==> src/logic/crcpe_pkg.sv <==
// Constants for the configurable CRC engine
package crcpe_pkg;
	// Widths
	localparam int ACC_W = 16;
	localparam int BYTE_W = 8;
	localparam int ADDR_W = 3;
	localparam int LEN_W = 4;
	localparam int CNT_W = 5;
	localparam int FIFO_DEPTH = 16;

	// Register offsets
	localparam logic [2:0] OFS_CTRL = 3'h0;
	localparam logic [2:0] OFS_LEN = 3'h1;
	localparam logic [2:0] OFS_ACC_LOW = 3'h2;
	localparam logic [2:0] OFS_ACC_HIGH = 3'h3;
	localparam logic [2:0] OFS_TAPS_LOW = 3'h4;
	localparam logic [2:0] OFS_TAPS_HIGH = 3'h5;
	localparam logic [2:0] OFS_DATA_LOW = 3'h6;
	localparam logic [2:0] OFS_DATA_HIGH = 3'h7;

	// Control register bit positions
	localparam int CTRL_EN_BIT = 0;
	localparam int CTRL_GO_BIT = 1;
	localparam int CTRL_ORDER_BIT = 2;
	localparam int CTRL_AUG_BIT = 3;
	localparam int CTRL_BUSY_BIT = 6;
	localparam int CTRL_FULL_BIT = 7;

	// Length register field positions
	localparam int WLEN_LSB = 0;
	localparam int POLY_LEN_LSB = 4;

	// Reset values
	localparam logic [3:0] WLEN_RST = 4'h0;
	localparam logic [3:0] POLY_LEN_RST = 4'h0;
	localparam logic [15:0] ACC_RST = 16'h0000;
	localparam logic [15:0] TAPS_RST = 16'h0000;
	localparam logic [7:0] BYTE_RST = 8'h00;

	// Engine states, Gray along idle, data, augment
	typedef enum logic [1:0] {
		CRCPE_IDLE = 2'b00,
		CRCPE_DATA = 2'b01,
		CRCPE_AUG = 2'b11
	} crcpe_state_t;
endpackage

==> src/logic/crcpe_engine.sv <==
// CRC engine with register port, word FIFO and bit-serial shift register
//
// Functional notes
// - Accumulator n bits up to 16; length field holds n minus one.
// - Top and bottom polynomial coefficients always treated as one.
// - Intermediate coefficients come from a 16-bit taps register.
// - Taps bit 0 has no storage, calculation uses one there.
// - Software may seed the accumulator with any 16-bit start remainder.
// - Division by XOR feedback shift register; result readable in accumulator.
// - Standard or reversed bit order; reversed feeds word bits mirrored.
// - Automatic augmentation zeros, or software feeds zeros as plain data.
// - Words arrive from the memory scanner or from software data writes.
// - Only word-length low data bits are used, the rest ignored.
// - Order clear shifts MSb first; order set shifts LSb first.
// - Augment set feeds data straight into the feedback, no zeros appended; clear also stops after data.
// - Low data byte write latches both bytes; write high byte first.
`timescale 1ns/100ps

// Synchronous word FIFO with valid and ready on both sides
module crcpe_fifo #(
	parameter int WIDTH = crcpe_pkg::ACC_W,
	parameter int DEPTH = crcpe_pkg::FIFO_DEPTH
) (
	input wire logic ref_clk,
	input wire logic srst,
	input wire logic in_valid,
	output logic in_ready,
	input wire logic [WIDTH-1:0] in_data,
	output logic out_valid,
	input wire logic out_ready,
	output logic [WIDTH-1:0] out_data
);
	localparam int PTR_W = $clog2(DEPTH);

	if (DEPTH < 2 || (1 << PTR_W) != DEPTH) begin : g_bad_depth
		$error("FIFO depth must be a power of two, at least 2");
	end

	logic [WIDTH-1:0] mem_reg [DEPTH];
	logic [PTR_W-1:0] wr_ptr_reg;
	logic [PTR_W-1:0] rd_ptr_reg;
	logic [PTR_W:0] count_reg;
	logic push;
	logic pop;

	// Handshakes from the fill level
	assign in_ready = (count_reg != DEPTH[PTR_W:0]);
	assign out_valid = (count_reg != '0);
	assign push = in_valid && in_ready;
	assign pop = out_valid && out_ready;
	assign out_data = mem_reg[rd_ptr_reg];

	// Storage write
	always_ff @(posedge ref_clk) begin
		if (push) begin
			mem_reg[wr_ptr_reg] <= in_data;
		end
	end

	// Pointers and fill level
	always_ff @(posedge ref_clk) begin
		if (srst) begin
			wr_ptr_reg <= '0;
			rd_ptr_reg <= '0;
			count_reg <= '0;
		end else begin
			if (push) begin
				wr_ptr_reg <= wr_ptr_reg + 1'b1;
			end
			if (pop) begin
				rd_ptr_reg <= rd_ptr_reg + 1'b1;
			end
			if (push && !pop) begin
				count_reg <= count_reg + 1'b1;
			end else if (pop && !push) begin
				count_reg <= count_reg - 1'b1;
			end
		end
	end
endmodule

// Top: register port, scanner port, FIFO and shift engine
module crcpe_engine #(
	parameter int FIFO_D = crcpe_pkg::FIFO_DEPTH
) (
	input wire logic ref_clk,
	input wire logic srst,
	input wire logic [crcpe_pkg::ADDR_W-1:0] reg_addr,
	input wire logic [crcpe_pkg::BYTE_W-1:0] reg_wdata,
	input wire logic reg_wr,
	input wire logic reg_rd,
	output logic [crcpe_pkg::BYTE_W-1:0] reg_rdata,
	input wire logic scan_valid,
	input wire logic [crcpe_pkg::ACC_W-1:0] scan_data,
	output logic scan_ready,
	output logic busy,
	output logic full
);
	if (FIFO_D < 2) begin : g_bad_fifo
		$error("FIFO_D must be at least 2");
	end

	logic en_reg;
	logic go_reg;
	logic order_reg;
	logic aug_reg;
	logic [3:0] word_len_reg;
	logic [3:0] poly_len_reg;
	logic [15:0] acc_reg;
	logic [15:1] taps_reg;
	logic [7:0] data_high_reg;
	logic [7:0] rdata_reg;
	logic [7:0] rdata_next;
	logic [15:0] word_reg;
	logic [4:0] cnt_reg;
	crcpe_pkg::crcpe_state_t state_reg;
	logic sw_push;
	logic run;
	logic f_in_valid;
	logic f_in_ready;
	logic [15:0] f_in_data;
	logic f_out_valid;
	logic [15:0] f_out_data;
	logic pop;
	logic acc_wr;
	logic [3:0] bit_idx;
	logic last_bit;
	logic [15:0] poly;

	// One shift of the feedback register; augmenting feeds data straight into the feedback,
	// same as zeros after the last word, where zeros after every word spoil multi-word sums
	function automatic logic [15:0] crc_step(input logic [15:0] acc, input logic din,
			input logic [15:0] taps, input logic [3:0] poly_len, input logic direct);
		logic [15:0] mask;
		logic fb;
		logic [15:0] nxt;
		mask = 16'hFFFF >> (4'hF - poly_len);
		fb = direct ? (acc[poly_len] ^ din) : acc[poly_len];
		nxt = ((acc << 1) | {15'h0000, din && !direct}) & mask;
		if (fb) begin
			nxt = nxt ^ (taps & mask);
		end
		return nxt;
	endfunction

	// Decoded strobes
	assign sw_push = reg_wr && (reg_addr == crcpe_pkg::OFS_DATA_LOW);
	assign acc_wr = reg_wr && ((reg_addr == crcpe_pkg::OFS_ACC_LOW) ||
		(reg_addr == crcpe_pkg::OFS_ACC_HIGH));
	assign run = en_reg && go_reg;
	assign poly = {taps_reg, 1'b1};

	// Source select: software write beats the scanner in a shared cycle
	assign f_in_valid = sw_push || (scan_valid && run);
	assign f_in_data = sw_push ? {data_high_reg, reg_wdata} : scan_data;
	assign scan_ready = f_in_ready && !sw_push && run;
	assign full = !f_in_ready;

	crcpe_fifo #(
		.WIDTH(crcpe_pkg::ACC_W),
		.DEPTH(FIFO_D)
	) u_fifo (
		.ref_clk(ref_clk),
		.srst(srst),
		.in_valid(f_in_valid),
		.in_ready(f_in_ready),
		.in_data(f_in_data),
		.out_valid(f_out_valid),
		.out_ready(pop),
		.out_data(f_out_data)
	);

	// Engine takes a word only when idle and running
	assign pop = (state_reg == crcpe_pkg::CRCPE_IDLE) && f_out_valid && run;
	assign busy = (state_reg != crcpe_pkg::CRCPE_IDLE) || f_out_valid;

	// Bit selection by order; index top is the word length
	assign bit_idx = order_reg ? cnt_reg[3:0] : (word_len_reg - cnt_reg[3:0]);
	assign last_bit = (cnt_reg[3:0] == word_len_reg);

	// Control register
	always_ff @(posedge ref_clk) begin
		if (srst) begin
			en_reg <= 1'b0;
			go_reg <= 1'b0;
			order_reg <= 1'b0;
			aug_reg <= 1'b0;
		end else if (reg_wr && reg_addr == crcpe_pkg::OFS_CTRL) begin
			en_reg <= reg_wdata[crcpe_pkg::CTRL_EN_BIT];
			go_reg <= reg_wdata[crcpe_pkg::CTRL_GO_BIT] && reg_wdata[crcpe_pkg::CTRL_EN_BIT];
			order_reg <= reg_wdata[crcpe_pkg::CTRL_ORDER_BIT];
			aug_reg <= reg_wdata[crcpe_pkg::CTRL_AUG_BIT];
		end
	end

	// Length fields, each length minus one
	always_ff @(posedge ref_clk) begin
		if (srst) begin
			word_len_reg <= crcpe_pkg::WLEN_RST;
			poly_len_reg <= crcpe_pkg::POLY_LEN_RST;
		end else if (reg_wr && reg_addr == crcpe_pkg::OFS_LEN) begin
			word_len_reg <= reg_wdata[crcpe_pkg::WLEN_LSB +: 4];
			poly_len_reg <= reg_wdata[crcpe_pkg::POLY_LEN_LSB +: 4];
		end
	end

	// Taps, bit 0 has no storage
	always_ff @(posedge ref_clk) begin
		if (srst) begin
			taps_reg <= crcpe_pkg::TAPS_RST[15:1];
		end else if (reg_wr && reg_addr == crcpe_pkg::OFS_TAPS_LOW) begin
			taps_reg[7:1] <= reg_wdata[7:1];
		end else if (reg_wr && reg_addr == crcpe_pkg::OFS_TAPS_HIGH) begin
			taps_reg[15:8] <= reg_wdata;
		end
	end

	// High data byte waits for the low byte write
	always_ff @(posedge ref_clk) begin
		if (srst) begin
			data_high_reg <= crcpe_pkg::BYTE_RST;
		end else if (reg_wr && reg_addr == crcpe_pkg::OFS_DATA_HIGH) begin
			data_high_reg <= reg_wdata;
		end
	end

	// Accumulator: seed write wins over a shift in the same cycle
	always_ff @(posedge ref_clk) begin
		if (srst) begin
			acc_reg <= crcpe_pkg::ACC_RST;
		end else if (reg_wr && reg_addr == crcpe_pkg::OFS_ACC_LOW) begin
			acc_reg[7:0] <= reg_wdata;
		end else if (reg_wr && reg_addr == crcpe_pkg::OFS_ACC_HIGH) begin
			acc_reg[15:8] <= reg_wdata;
		end else if (state_reg == crcpe_pkg::CRCPE_DATA) begin
			acc_reg <= crc_step(acc_reg, word_reg[bit_idx], poly, poly_len_reg,
				aug_reg);
		end
	end

	// Sequencer: one bit per clock, back to idle after the last data bit
	always_ff @(posedge ref_clk) begin
		if (srst) begin
			state_reg <= crcpe_pkg::CRCPE_IDLE;
			cnt_reg <= '0;
			word_reg <= '0;
		end else if (!en_reg) begin
			state_reg <= crcpe_pkg::CRCPE_IDLE;
			cnt_reg <= '0;
		end else begin
			case (state_reg)
				crcpe_pkg::CRCPE_IDLE: begin
					if (pop) begin
						word_reg <= f_out_data;
						cnt_reg <= '0;
						state_reg <= crcpe_pkg::CRCPE_DATA;
					end
				end
				crcpe_pkg::CRCPE_DATA: begin
					if (last_bit) begin
						// Augmentation costs no extra cycles in the direct form
						cnt_reg <= '0;
						state_reg <= crcpe_pkg::CRCPE_IDLE;
					end else begin
						cnt_reg <= cnt_reg + 1'b1;
					end
				end
				default: begin
					state_reg <= crcpe_pkg::CRCPE_IDLE;
				end
			endcase
		end
	end

	// Read decode
	always_comb begin
		rdata_next = 8'h00;
		if (reg_addr == crcpe_pkg::OFS_CTRL) begin
			rdata_next[crcpe_pkg::CTRL_EN_BIT] = en_reg;
			rdata_next[crcpe_pkg::CTRL_GO_BIT] = go_reg;
			rdata_next[crcpe_pkg::CTRL_ORDER_BIT] = order_reg;
			rdata_next[crcpe_pkg::CTRL_AUG_BIT] = aug_reg;
			rdata_next[crcpe_pkg::CTRL_BUSY_BIT] = busy;
			rdata_next[crcpe_pkg::CTRL_FULL_BIT] = full;
		end else if (reg_addr == crcpe_pkg::OFS_LEN) begin
			rdata_next = {poly_len_reg, word_len_reg};
		end else if (reg_addr == crcpe_pkg::OFS_ACC_LOW) begin
			rdata_next = acc_reg[7:0];
		end else if (reg_addr == crcpe_pkg::OFS_ACC_HIGH) begin
			rdata_next = acc_reg[15:8];
		end else if (reg_addr == crcpe_pkg::OFS_TAPS_LOW) begin
			rdata_next = {taps_reg[7:1], 1'b1};
		end else if (reg_addr == crcpe_pkg::OFS_TAPS_HIGH) begin
			rdata_next = taps_reg[15:8];
		end else if (reg_addr == crcpe_pkg::OFS_DATA_HIGH) begin
			rdata_next = data_high_reg;
		end
	end

	// Read data stands only in the cycle after the strobe
	always_ff @(posedge ref_clk) begin
		if (srst) begin
			rdata_reg <= 8'h00;
		end else begin
			rdata_reg <= reg_rd ? rdata_next : 8'h00;
		end
	end
	assign reg_rdata = rdata_reg;

	// Checks
	chk_taps_lsb_read: assert property (@(posedge ref_clk) disable iff (srst)
		reg_rd && reg_addr == crcpe_pkg::OFS_TAPS_LOW |=> reg_rdata[0])
		else $error("taps bit 0 did not read as one");

	chk_stop_no_run: assert property (@(posedge ref_clk) disable iff (srst)
		!run && state_reg == crcpe_pkg::CRCPE_IDLE |=> state_reg == crcpe_pkg::CRCPE_IDLE)
		else $error("engine started while not enabled");

	chk_pop_starts: assert property (@(posedge ref_clk) disable iff (srst)
		pop |=> state_reg == crcpe_pkg::CRCPE_DATA && cnt_reg == 5'h00)
		else $error("word taken without starting data shift");

	chk_busy_active: assert property (@(posedge ref_clk) disable iff (srst)
		state_reg != crcpe_pkg::CRCPE_IDLE |-> busy)
		else $error("busy low while shifting");

	chk_acc_masked: assert property (@(posedge ref_clk) disable iff (srst)
		state_reg == crcpe_pkg::CRCPE_DATA && !acc_wr
		&& !(reg_wr && reg_addr == crcpe_pkg::OFS_LEN)
		|=> (acc_reg & ~(16'hFFFF >> (4'hF - poly_len_reg))) == 16'h0000)
		else $error("accumulator bits above length after shift");

	chk_aug_entry: assert property (@(posedge ref_clk) disable iff (srst)
		state_reg == crcpe_pkg::CRCPE_DATA && aug_reg && !acc_wr
		&& acc_reg[poly_len_reg] == word_reg[bit_idx]
		|=> acc_reg == (($past(acc_reg) << 1) & (16'hFFFF >> (4'hF - $past(poly_len_reg)))))
		else $error("augmented shift fed back although data matched the top bit");

	chk_no_aug: assert property (@(posedge ref_clk) disable iff (srst)
		state_reg == crcpe_pkg::CRCPE_DATA && last_bit && !aug_reg
		|=> state_reg == crcpe_pkg::CRCPE_IDLE)
		else $error("zeros appended with augment clear");

	chk_low_latch: assert property (@(posedge ref_clk) disable iff (srst)
		sw_push && f_in_ready |=> f_out_valid)
		else $error("low byte write did not queue a word");

	chk_data_len: assert property (@(posedge ref_clk) disable iff (srst)
		pop && word_len_reg == 4'h7
		|=> (state_reg == crcpe_pkg::CRCPE_DATA || !en_reg)[*8] ##1
		(state_reg == crcpe_pkg::CRCPE_IDLE))
		else $error("eight-bit word not shifted in eight cycles");
endmodule

==> config.mk <==
export PLATFORM = sky130hd
export DESIGN_NAME = crcpe_engine
export DESIGN_NICKNAME = d
export VERILOG_FILES = /design/src/logic/crcpe_pkg.sv /design/src/logic/crcpe_engine.sv
export SDC_FILE = /design/constraint.sdc
export NUM_CORES = 1
export LEC_CHECK = 0
export BUFFER_PORTS_ARGS = -buffer_cell sky130_fd_sc_hd__buf_4
export CAP_MARGIN = 25
export CORE_MARGIN = 3
export CORE_UTILIZATION = 47
export CTS_CLUSTER_DIAMETER = 50
export CTS_CLUSTER_SIZE = 20
export DETAILED_ROUTE_END_ITERATION = 8
export SYNTH_ARGS = -nofsm -noshare
export SYNTH_HDL_FRONTEND = slang
export SYNTH_HIERARCHICAL = 1
export SYNTH_SLANG_ARGS = --single-unit
==> constraint.sdc <==
create_clock -name ref_clk -period 7.8 [get_ports ref_clk]
set_input_delay 0.78 -clock ref_clk [delete_from_list [all_inputs] [get_ports ref_clk]]
set_output_delay 0.78 -clock ref_clk [all_outputs]
set_load 0.02 [all_outputs]
==> impl_metrics.yaml, run 1 <==
final_layout:
  largest_register_ffs: 256
  seqCellArea_um2: 9630
  nFillCells: 2700
  nNetsFinal: 1221
  antenna_cells: 0
  drive_above_1_share_pct: 20.1
  multiInputGateArea_um2: 5380
  area_growth_pct: 12.9
logic_synthesis:
  synth_top_family_by_area: "multiplexers"
  syn-num-nets: 1204
  synth.area.mux_share_pct: 13.1
  yosys_warnings: 6
  ys_ff_latch: 353
  synth_ff_type: "edfxtp_1"
  synth_top_area_share_pct: 49.9
  synth-compound-area-share_pct: 9.38
  synth_simple_gate_area_share_pct: 9.95
  avgSynthCellArea_um2: 13.3
  synth_area_leader_cell: "edfxtp_1"
  synthCells: 1157
  synth_edf_count: 256
  seq_area_frac_synth_pct: 62.5
  yosysUniqueCellTypes: 67
  ys_async_sr_fraction_pct: 0
  synth_area_leaders: "edfxtp_1 (50%), dfxtp_1 (13%), mux4_2 (10%)"
  synthXorXnorAreaFrac_pct: 0.788
  synth_fa_ha_area_share_pct: 1.32
  netlist_area_um2: 15400
timing:
  relSlewSlack_pct: 28.0
  setup_tns_ps: 0
  post-route-period-util_pct: 49.5
  setup_violations: 0
  finalCriticalPeriod_ps: 3860
  tightest_slew_ps: 1080
  hold_violations: 0
  rsz0062_at_grt: "no"
  finalClockSkew_ps: 18.7
  slew_violations: 0
  max_freq_ghz: 0.259
job:
  cap_violations: 0
route:
  detail-route-antenna-nets: 0
  vias: 9786
  drcViolationCount: 0
  drt_first_pass_iters: 5
  drt-initial-drc-count: 1009
  wl_per_cell_um: 24.2
  via_per_inst: 5.98
  drt_wl_total_um: 39500
critical_path:
  crit_chain: "nor4_1 -> nand2_1 -> nand3_1 -> or2_2 -> clkinv_1 -> o21ai_4 -> ha_1 -> inv_1 -> ha_1 -> a21oi_1 -> a211oi_1 -> a31oi_1 -> mux2_2"
  setup.reg_to_reg.worst_slack_ps: 3940
  crit_path_end_kind: "register"
  start_kind: "register"
  crit_path_max_fanout: 19
  path_class: "register to register"
  worst-endpoint-required_ps: 8200
  r2r_start: "u_fifo/count_reg[0]"
  cpMaxStageDelayCell: "nor4_1"
  crit_family: "simple AND/OR/NAND/NOR gates"
  critPathArrivalTime_ps: 4270
  crit_path_max_incr_delay_ps: 550
  crit_buf_inv: 2
  reg2regPathDepth: 13
  crit_top_cell: "ha_1"
  worstReg2RegEnd: "u_fifo/count_reg[4]"
placed_design:
  io_buffers: 42
  hpwl_um: 25600
  place_congestion: 0.898
cts:
  numCtsBuffers: 37
  post-cts-setup-buffer-count: 0
  htreeDepth: 2
  cts-root-buf: "clkbuf_16"
  cts_tree: "done"
  cts_resized: 0
  cts_buffer_depth: 3
  clk_pin_slew_worst_paths_ps: 70
  insertion_delay_ps: 530
  cts.sinks: 353
  ctsHoldBuffers: 0
global_route:
  grt_pass1_wl_um: 59900
  antenna_found_initial: 0
  groute.usage.overall_pct: 22.6
  grt_max_degree: 90
  gr-total-overflow: 0
  grt_pass1_vias: 9335
power_and_ir_drop:
  vdd_drop_max_mv: 0.214
  p_leak_uw: 0.00560
  power_density_nw_per_um2: 232
  totalPowerFinal_uw: 4040
floorplanning:
  die_h_um: 187
  fp.dieW_um: 187
  rows: 65
  start_util_pct: 48.3
  die-area_um2: 35000
  ioPinCount: 43
  coreArea_um2: 31900
hold_path:
  whs_endpoint: "word_len_reg[0]"
  whs_path_depth: 2
  hold_class: "register to register"
  hold_start: "word_len_reg[0]"
status:
  status: "finished clean"
[final cells by class]
cell class                      count  area share [%]
Sequential cell                   353            55.4
Timing Repair Buffer               53            2.42
Tap cell                          435            3.13
Clock buffer                       41            5.66
Inverter                           28           0.605
Multi-Input combinational cell    701            30.9
Clock inverter                     25            1.84
[synthesized netlist by cell type (all sizes together) (3+ instances only)]
library cell	number
a211oi	5
a21o	7
a21oi	94
a22oi	33
a31oi	17
and2	4
and3	5
buf	22
clkbuf	53
dfxtp	97
edfxtp	256
ha	13
inv	27
mux2	20
mux2i	22
mux4	70
nand2	132
nand2b	14
nand3	17
nand3b	4
nand4	3
nor2	93
nor2b	11
nor3	18
nor4	6
o211ai	9
o21a	4
o21ai	32
o22a	3
o22ai	5
o32ai	4
or2	8
or3	13
xnor2	5
xor2	8
[tightest hold or removal path, cell delays in order, from the launching register on]
cell and delay (ps):
dfxtp_1 310, nand2_1 50, a21oi_1 50
[power by group]
group	internal (µW)	switching, µW
clock	1050	786
sequential	2020	11.4
combinational	50.4	115
total	3120	913
[metal layers]
metal,vias up,wire [µm],GRT usage [%]
li1,4416,-,-
met3,74,2960,4.07
met5,-,0,0
met1,4915,18000,35.0
met2,381,17500,32.8
met4,0,1100,6.72
[worst max-delay path by stage]
stage	startpoint	endpoint	slack (ps)	cells after the start
6_report	u_fifo/count_reg[0]	u_fifo/count_reg[4]	3940	13
5_1_grt	u_fifo/count_reg[0]	u_fifo/count_reg[4]	3510	13
4_1_cts	u_fifo/count_reg[0]	u_fifo/count_reg[4]	3930	13
3_5_place_dp	u_fifo/count_reg[0]	u_fifo/count_reg[4]	3940	13
3_3_place_gp	reg_addr[0]	u_fifo/mem_reg[0][2]	3950	8
2_1_floorplan	reg_addr[1]	u_fifo/mem_reg[0][0]	3730	8
[layout by cell type (no fill, tap or decap), types with 4 or more instances in the layout]
master and count:
a211oi_1 5, a21o_1 7, a21oi_1 94, a22oi_1 33
a31oi_1 17, and3_1 5, buf_4 49, clkbuf_16 39
clkinv_4 4, clkinv_8 4, dfxtp_1 95, edfxtp_1 256
ha_1 13, inv_1 26, inv_6 7, mux2_2 19
mux2i_1 22, mux4_2 70, nand2_1 132, nand2b_1 14
nand3_1 17, nand3b_1 4, nor2_1 81, nor2_2 12
nor2b_1 11, nor3_1 13, nor3_2 5, nor4_1 6
o211ai_1 8, o21a_1 4, o21ai_0 22, o21ai_1 9
o22ai_1 5, or2_2 7, or3_1 12, xnor2_1 5
xor2_1 7
[cells by family after synthesis]
family	Yosys count
muxes	112
and+or+nand+nor	336
buffers and inverters	103
adders and majority gates	15
xor gates and xnor gates	13
AOI/OAI and AO/OA	225
DFF	353
[stage by stage]
stage	setup slack (ps)	cell area [µm²]	hold slack, ps	utilization [%]	instances
finish	3940	17400	460	54.5	1636
global route	3510	17400	483	54.5	1636
CTS	3930	17400	458	54.5	1634
detailed placement	3940	16100	448	50.4	1568
global placement	3950	16000	444	50.2	1564
floorplan	3730	15400	431	-	1157
(Power assumes the default switching activity.)
==> run 2, diff against run 1 <==
Clock period 7.8 ns to 3.72 ns, I/O delays scaled along.
==> run 2 against run 1 <==
Clock skew rose by 5.9 ps. Clock power rose by 85%. Clock-buffer cell count fell by 4. Core utilization rose by 0.20 points. Design area rose by 0.37%. Fmax rose by 16%. Sequential share of layout area fell by 0.21 points. Total power rose by 98%. Highest routed layer unchanged.
==> impl_metrics.yaml, run 2 (synthesized netlist as in run 1, its figures left out) <==
status:
  status: "finished clean"
floorplanning:
  start_util_pct: 48.3
  coreArea_um2: 31900
  rows: 65
  fp.dieW_um: 187
  ioPinCount: 43
  die_h_um: 187
  die-area_um2: 35000
route:
  drcViolationCount: 0
  drt_wl_total_um: 37100
  drt_first_pass_iters: 5
  drt-initial-drc-count: 886
  vias: 9710
  detail-route-antenna-nets: 0
  wl_per_cell_um: 22.3
  via_per_inst: 5.83
cts:
  insertion_delay_ps: 530
  cts.sinks: 353
  ctsHoldBuffers: 0
  cts_tree: "done"
  cts-root-buf: "clkbuf_16"
  numCtsBuffers: 34
  cts_buffer_depth: 3
  clk_pin_slew_worst_paths_ps: 60
  post-cts-setup-buffer-count: 0
  cts_resized: 0
  htreeDepth: 2
critical_path:
  worst-endpoint-required_ps: 4130
  path_class: "register to register"
  crit_path_max_incr_delay_ps: 520
  crit_path_end_kind: "register"
  start_kind: "register"
  crit_path_max_fanout: 7
  crit_chain: "inv_1 -> ha_1 -> inv_1 -> fa_1 -> mux2i_1 -> mux2i_1 -> mux2_2 -> o32ai_4 -> o221ai_4 -> xnor2_1 -> buf_4 -> a21o_1 -> nand3_1"
  reg2regPathDepth: 13
  critPathArrivalTime_ps: 3730
  cpMaxStageDelayCell: "xnor2_1"
global_route:
  groute.usage.overall_pct: 21.4
  antenna_found_initial: 0
  grt_pass1_wl_um: 57600
  grt_max_degree: 64
  gr-total-overflow: 0
  grt_pass1_vias: 9485
final_layout:
  final_common_cell: "edfxtp_1"
  nNetsFinal: 1252
  final_cell_mix: "edfxtp_1 (256), nand2_1 (132), dfxtp_1 (95), a21oi_1 (94), buf_4 (84)"
  utilization_pct: 54.7
  largest_register_ffs: 256
  antenna_cells: 0
  fin_area_um2: 17400
  nFillCells: 2655
  area_growth_pct: 13.3
  drive_above_1_share_pct: 21.9
timing:
  hold_violations: 0
  finalClockSkew_ps: 24.6
  rsz0062_at_grt: "no"
  post-route-period-util_pct: 89.3
  relSlewSlack_pct: 33.3
  max_freq_ghz: 0.301
  setup_violations: 0
  slew_violations: 0
  setup_ws_ps: 399
  tightest_slew_ps: 1000
  holdWs_ps: 169
  finalCriticalPeriod_ps: 3320
  setup_tns_ps: 0
hold_path:
  hold_class: "input port to register"
  whs_path_depth: 3
placed_design:
  dp_slack_ps: 445
  place_congestion: 0.881
  io_buffers: 42
  place_area_um2: 16300
  hpwl_um: 25000
power_and_ir_drop:
  p_leak_uw: 0.00568
  comb_power_share_pct: 4.1
  sequentialPowerShare_pct: 53.4
  power_density_nw_per_um2: 458
  vdd_drop_max_mv: 0.361
  p_sw_uw: 1830
  p_clk_share_pct: 42.5
  p_int_uw: 6150
  swShare_pct: 23.0
job:
  cap_violations: 0
[run 2: changes by cell type in the layout (fill, tap and decap cells not counted), sizes merged]
cell,change
buf,+34
bufinv,-3
clkbuf,-4
clkinv,+1
clkinvlp,+2
inv,-1
[run 2: critical path: cells and delay by family (launching register included)]
family,cells,cell delay (ps)
muxes,3,740
adders and majority gates,2,690
xor gates and xnor gates,1,520
AOI/OAI and AO/OA,3,460
buffers and inverters,3,400
DFF,1,320
and+or+nand+nor,1,70
[run 2: final timing paths]
kind,startpoint,end,slack (ps)
max,word_len_reg[0],acc_reg[8],400
max reg2reg,word_len_reg[0],acc_reg[8],400
min reg2reg,word_len_reg[0],word_len_reg[0],460
min,reg_wdata[0],taps_reg[8],170
[run 2: per-layer routing]
layer	up-vias	routed length, µm	global-route usage (%)
met5	-	0	0
met4	0	624	5.35
met3	44	2070	3.69
met2	304	17500	34.2
met1	4885	16900	30.8
li1	4477	-	-
[run 2: layout make-up]
cell class / count / area [µm²] / area share, %
multi-input combinational: 701 / 5370 / 30.8
sequential: 353 / 9630 / 55.2
clock buffer: 37 / 883 / 5.06
inverter: 28 / 105 / 0.602
timing repair buffer: 87 / 691 / 3.96
tap: 435 / 544 / 3.12
clock inverter: 24 / 220 / 1.26
[run 2: power groups by stage]
stage	logic (µW)	clock network [µW]	registers [µW]
2_1_floorplan	207	0	4340
3_3_place_gp	321	0	4350
3_5_place_dp	325	0	4350
4_1_cts	326	3500	4260
5_1_grt	358	3630	4260
6_report	325	3400	4260
[run 2: stage by stage]
stage | cells | total power [µW]
floorplan | 1157 | 4550
global placement | 1604 | 4670
detailed placement | 1604 | 4680
CTS | 1665 | 8080
global route | 1665 | 8250
finish | 1665 | 7980
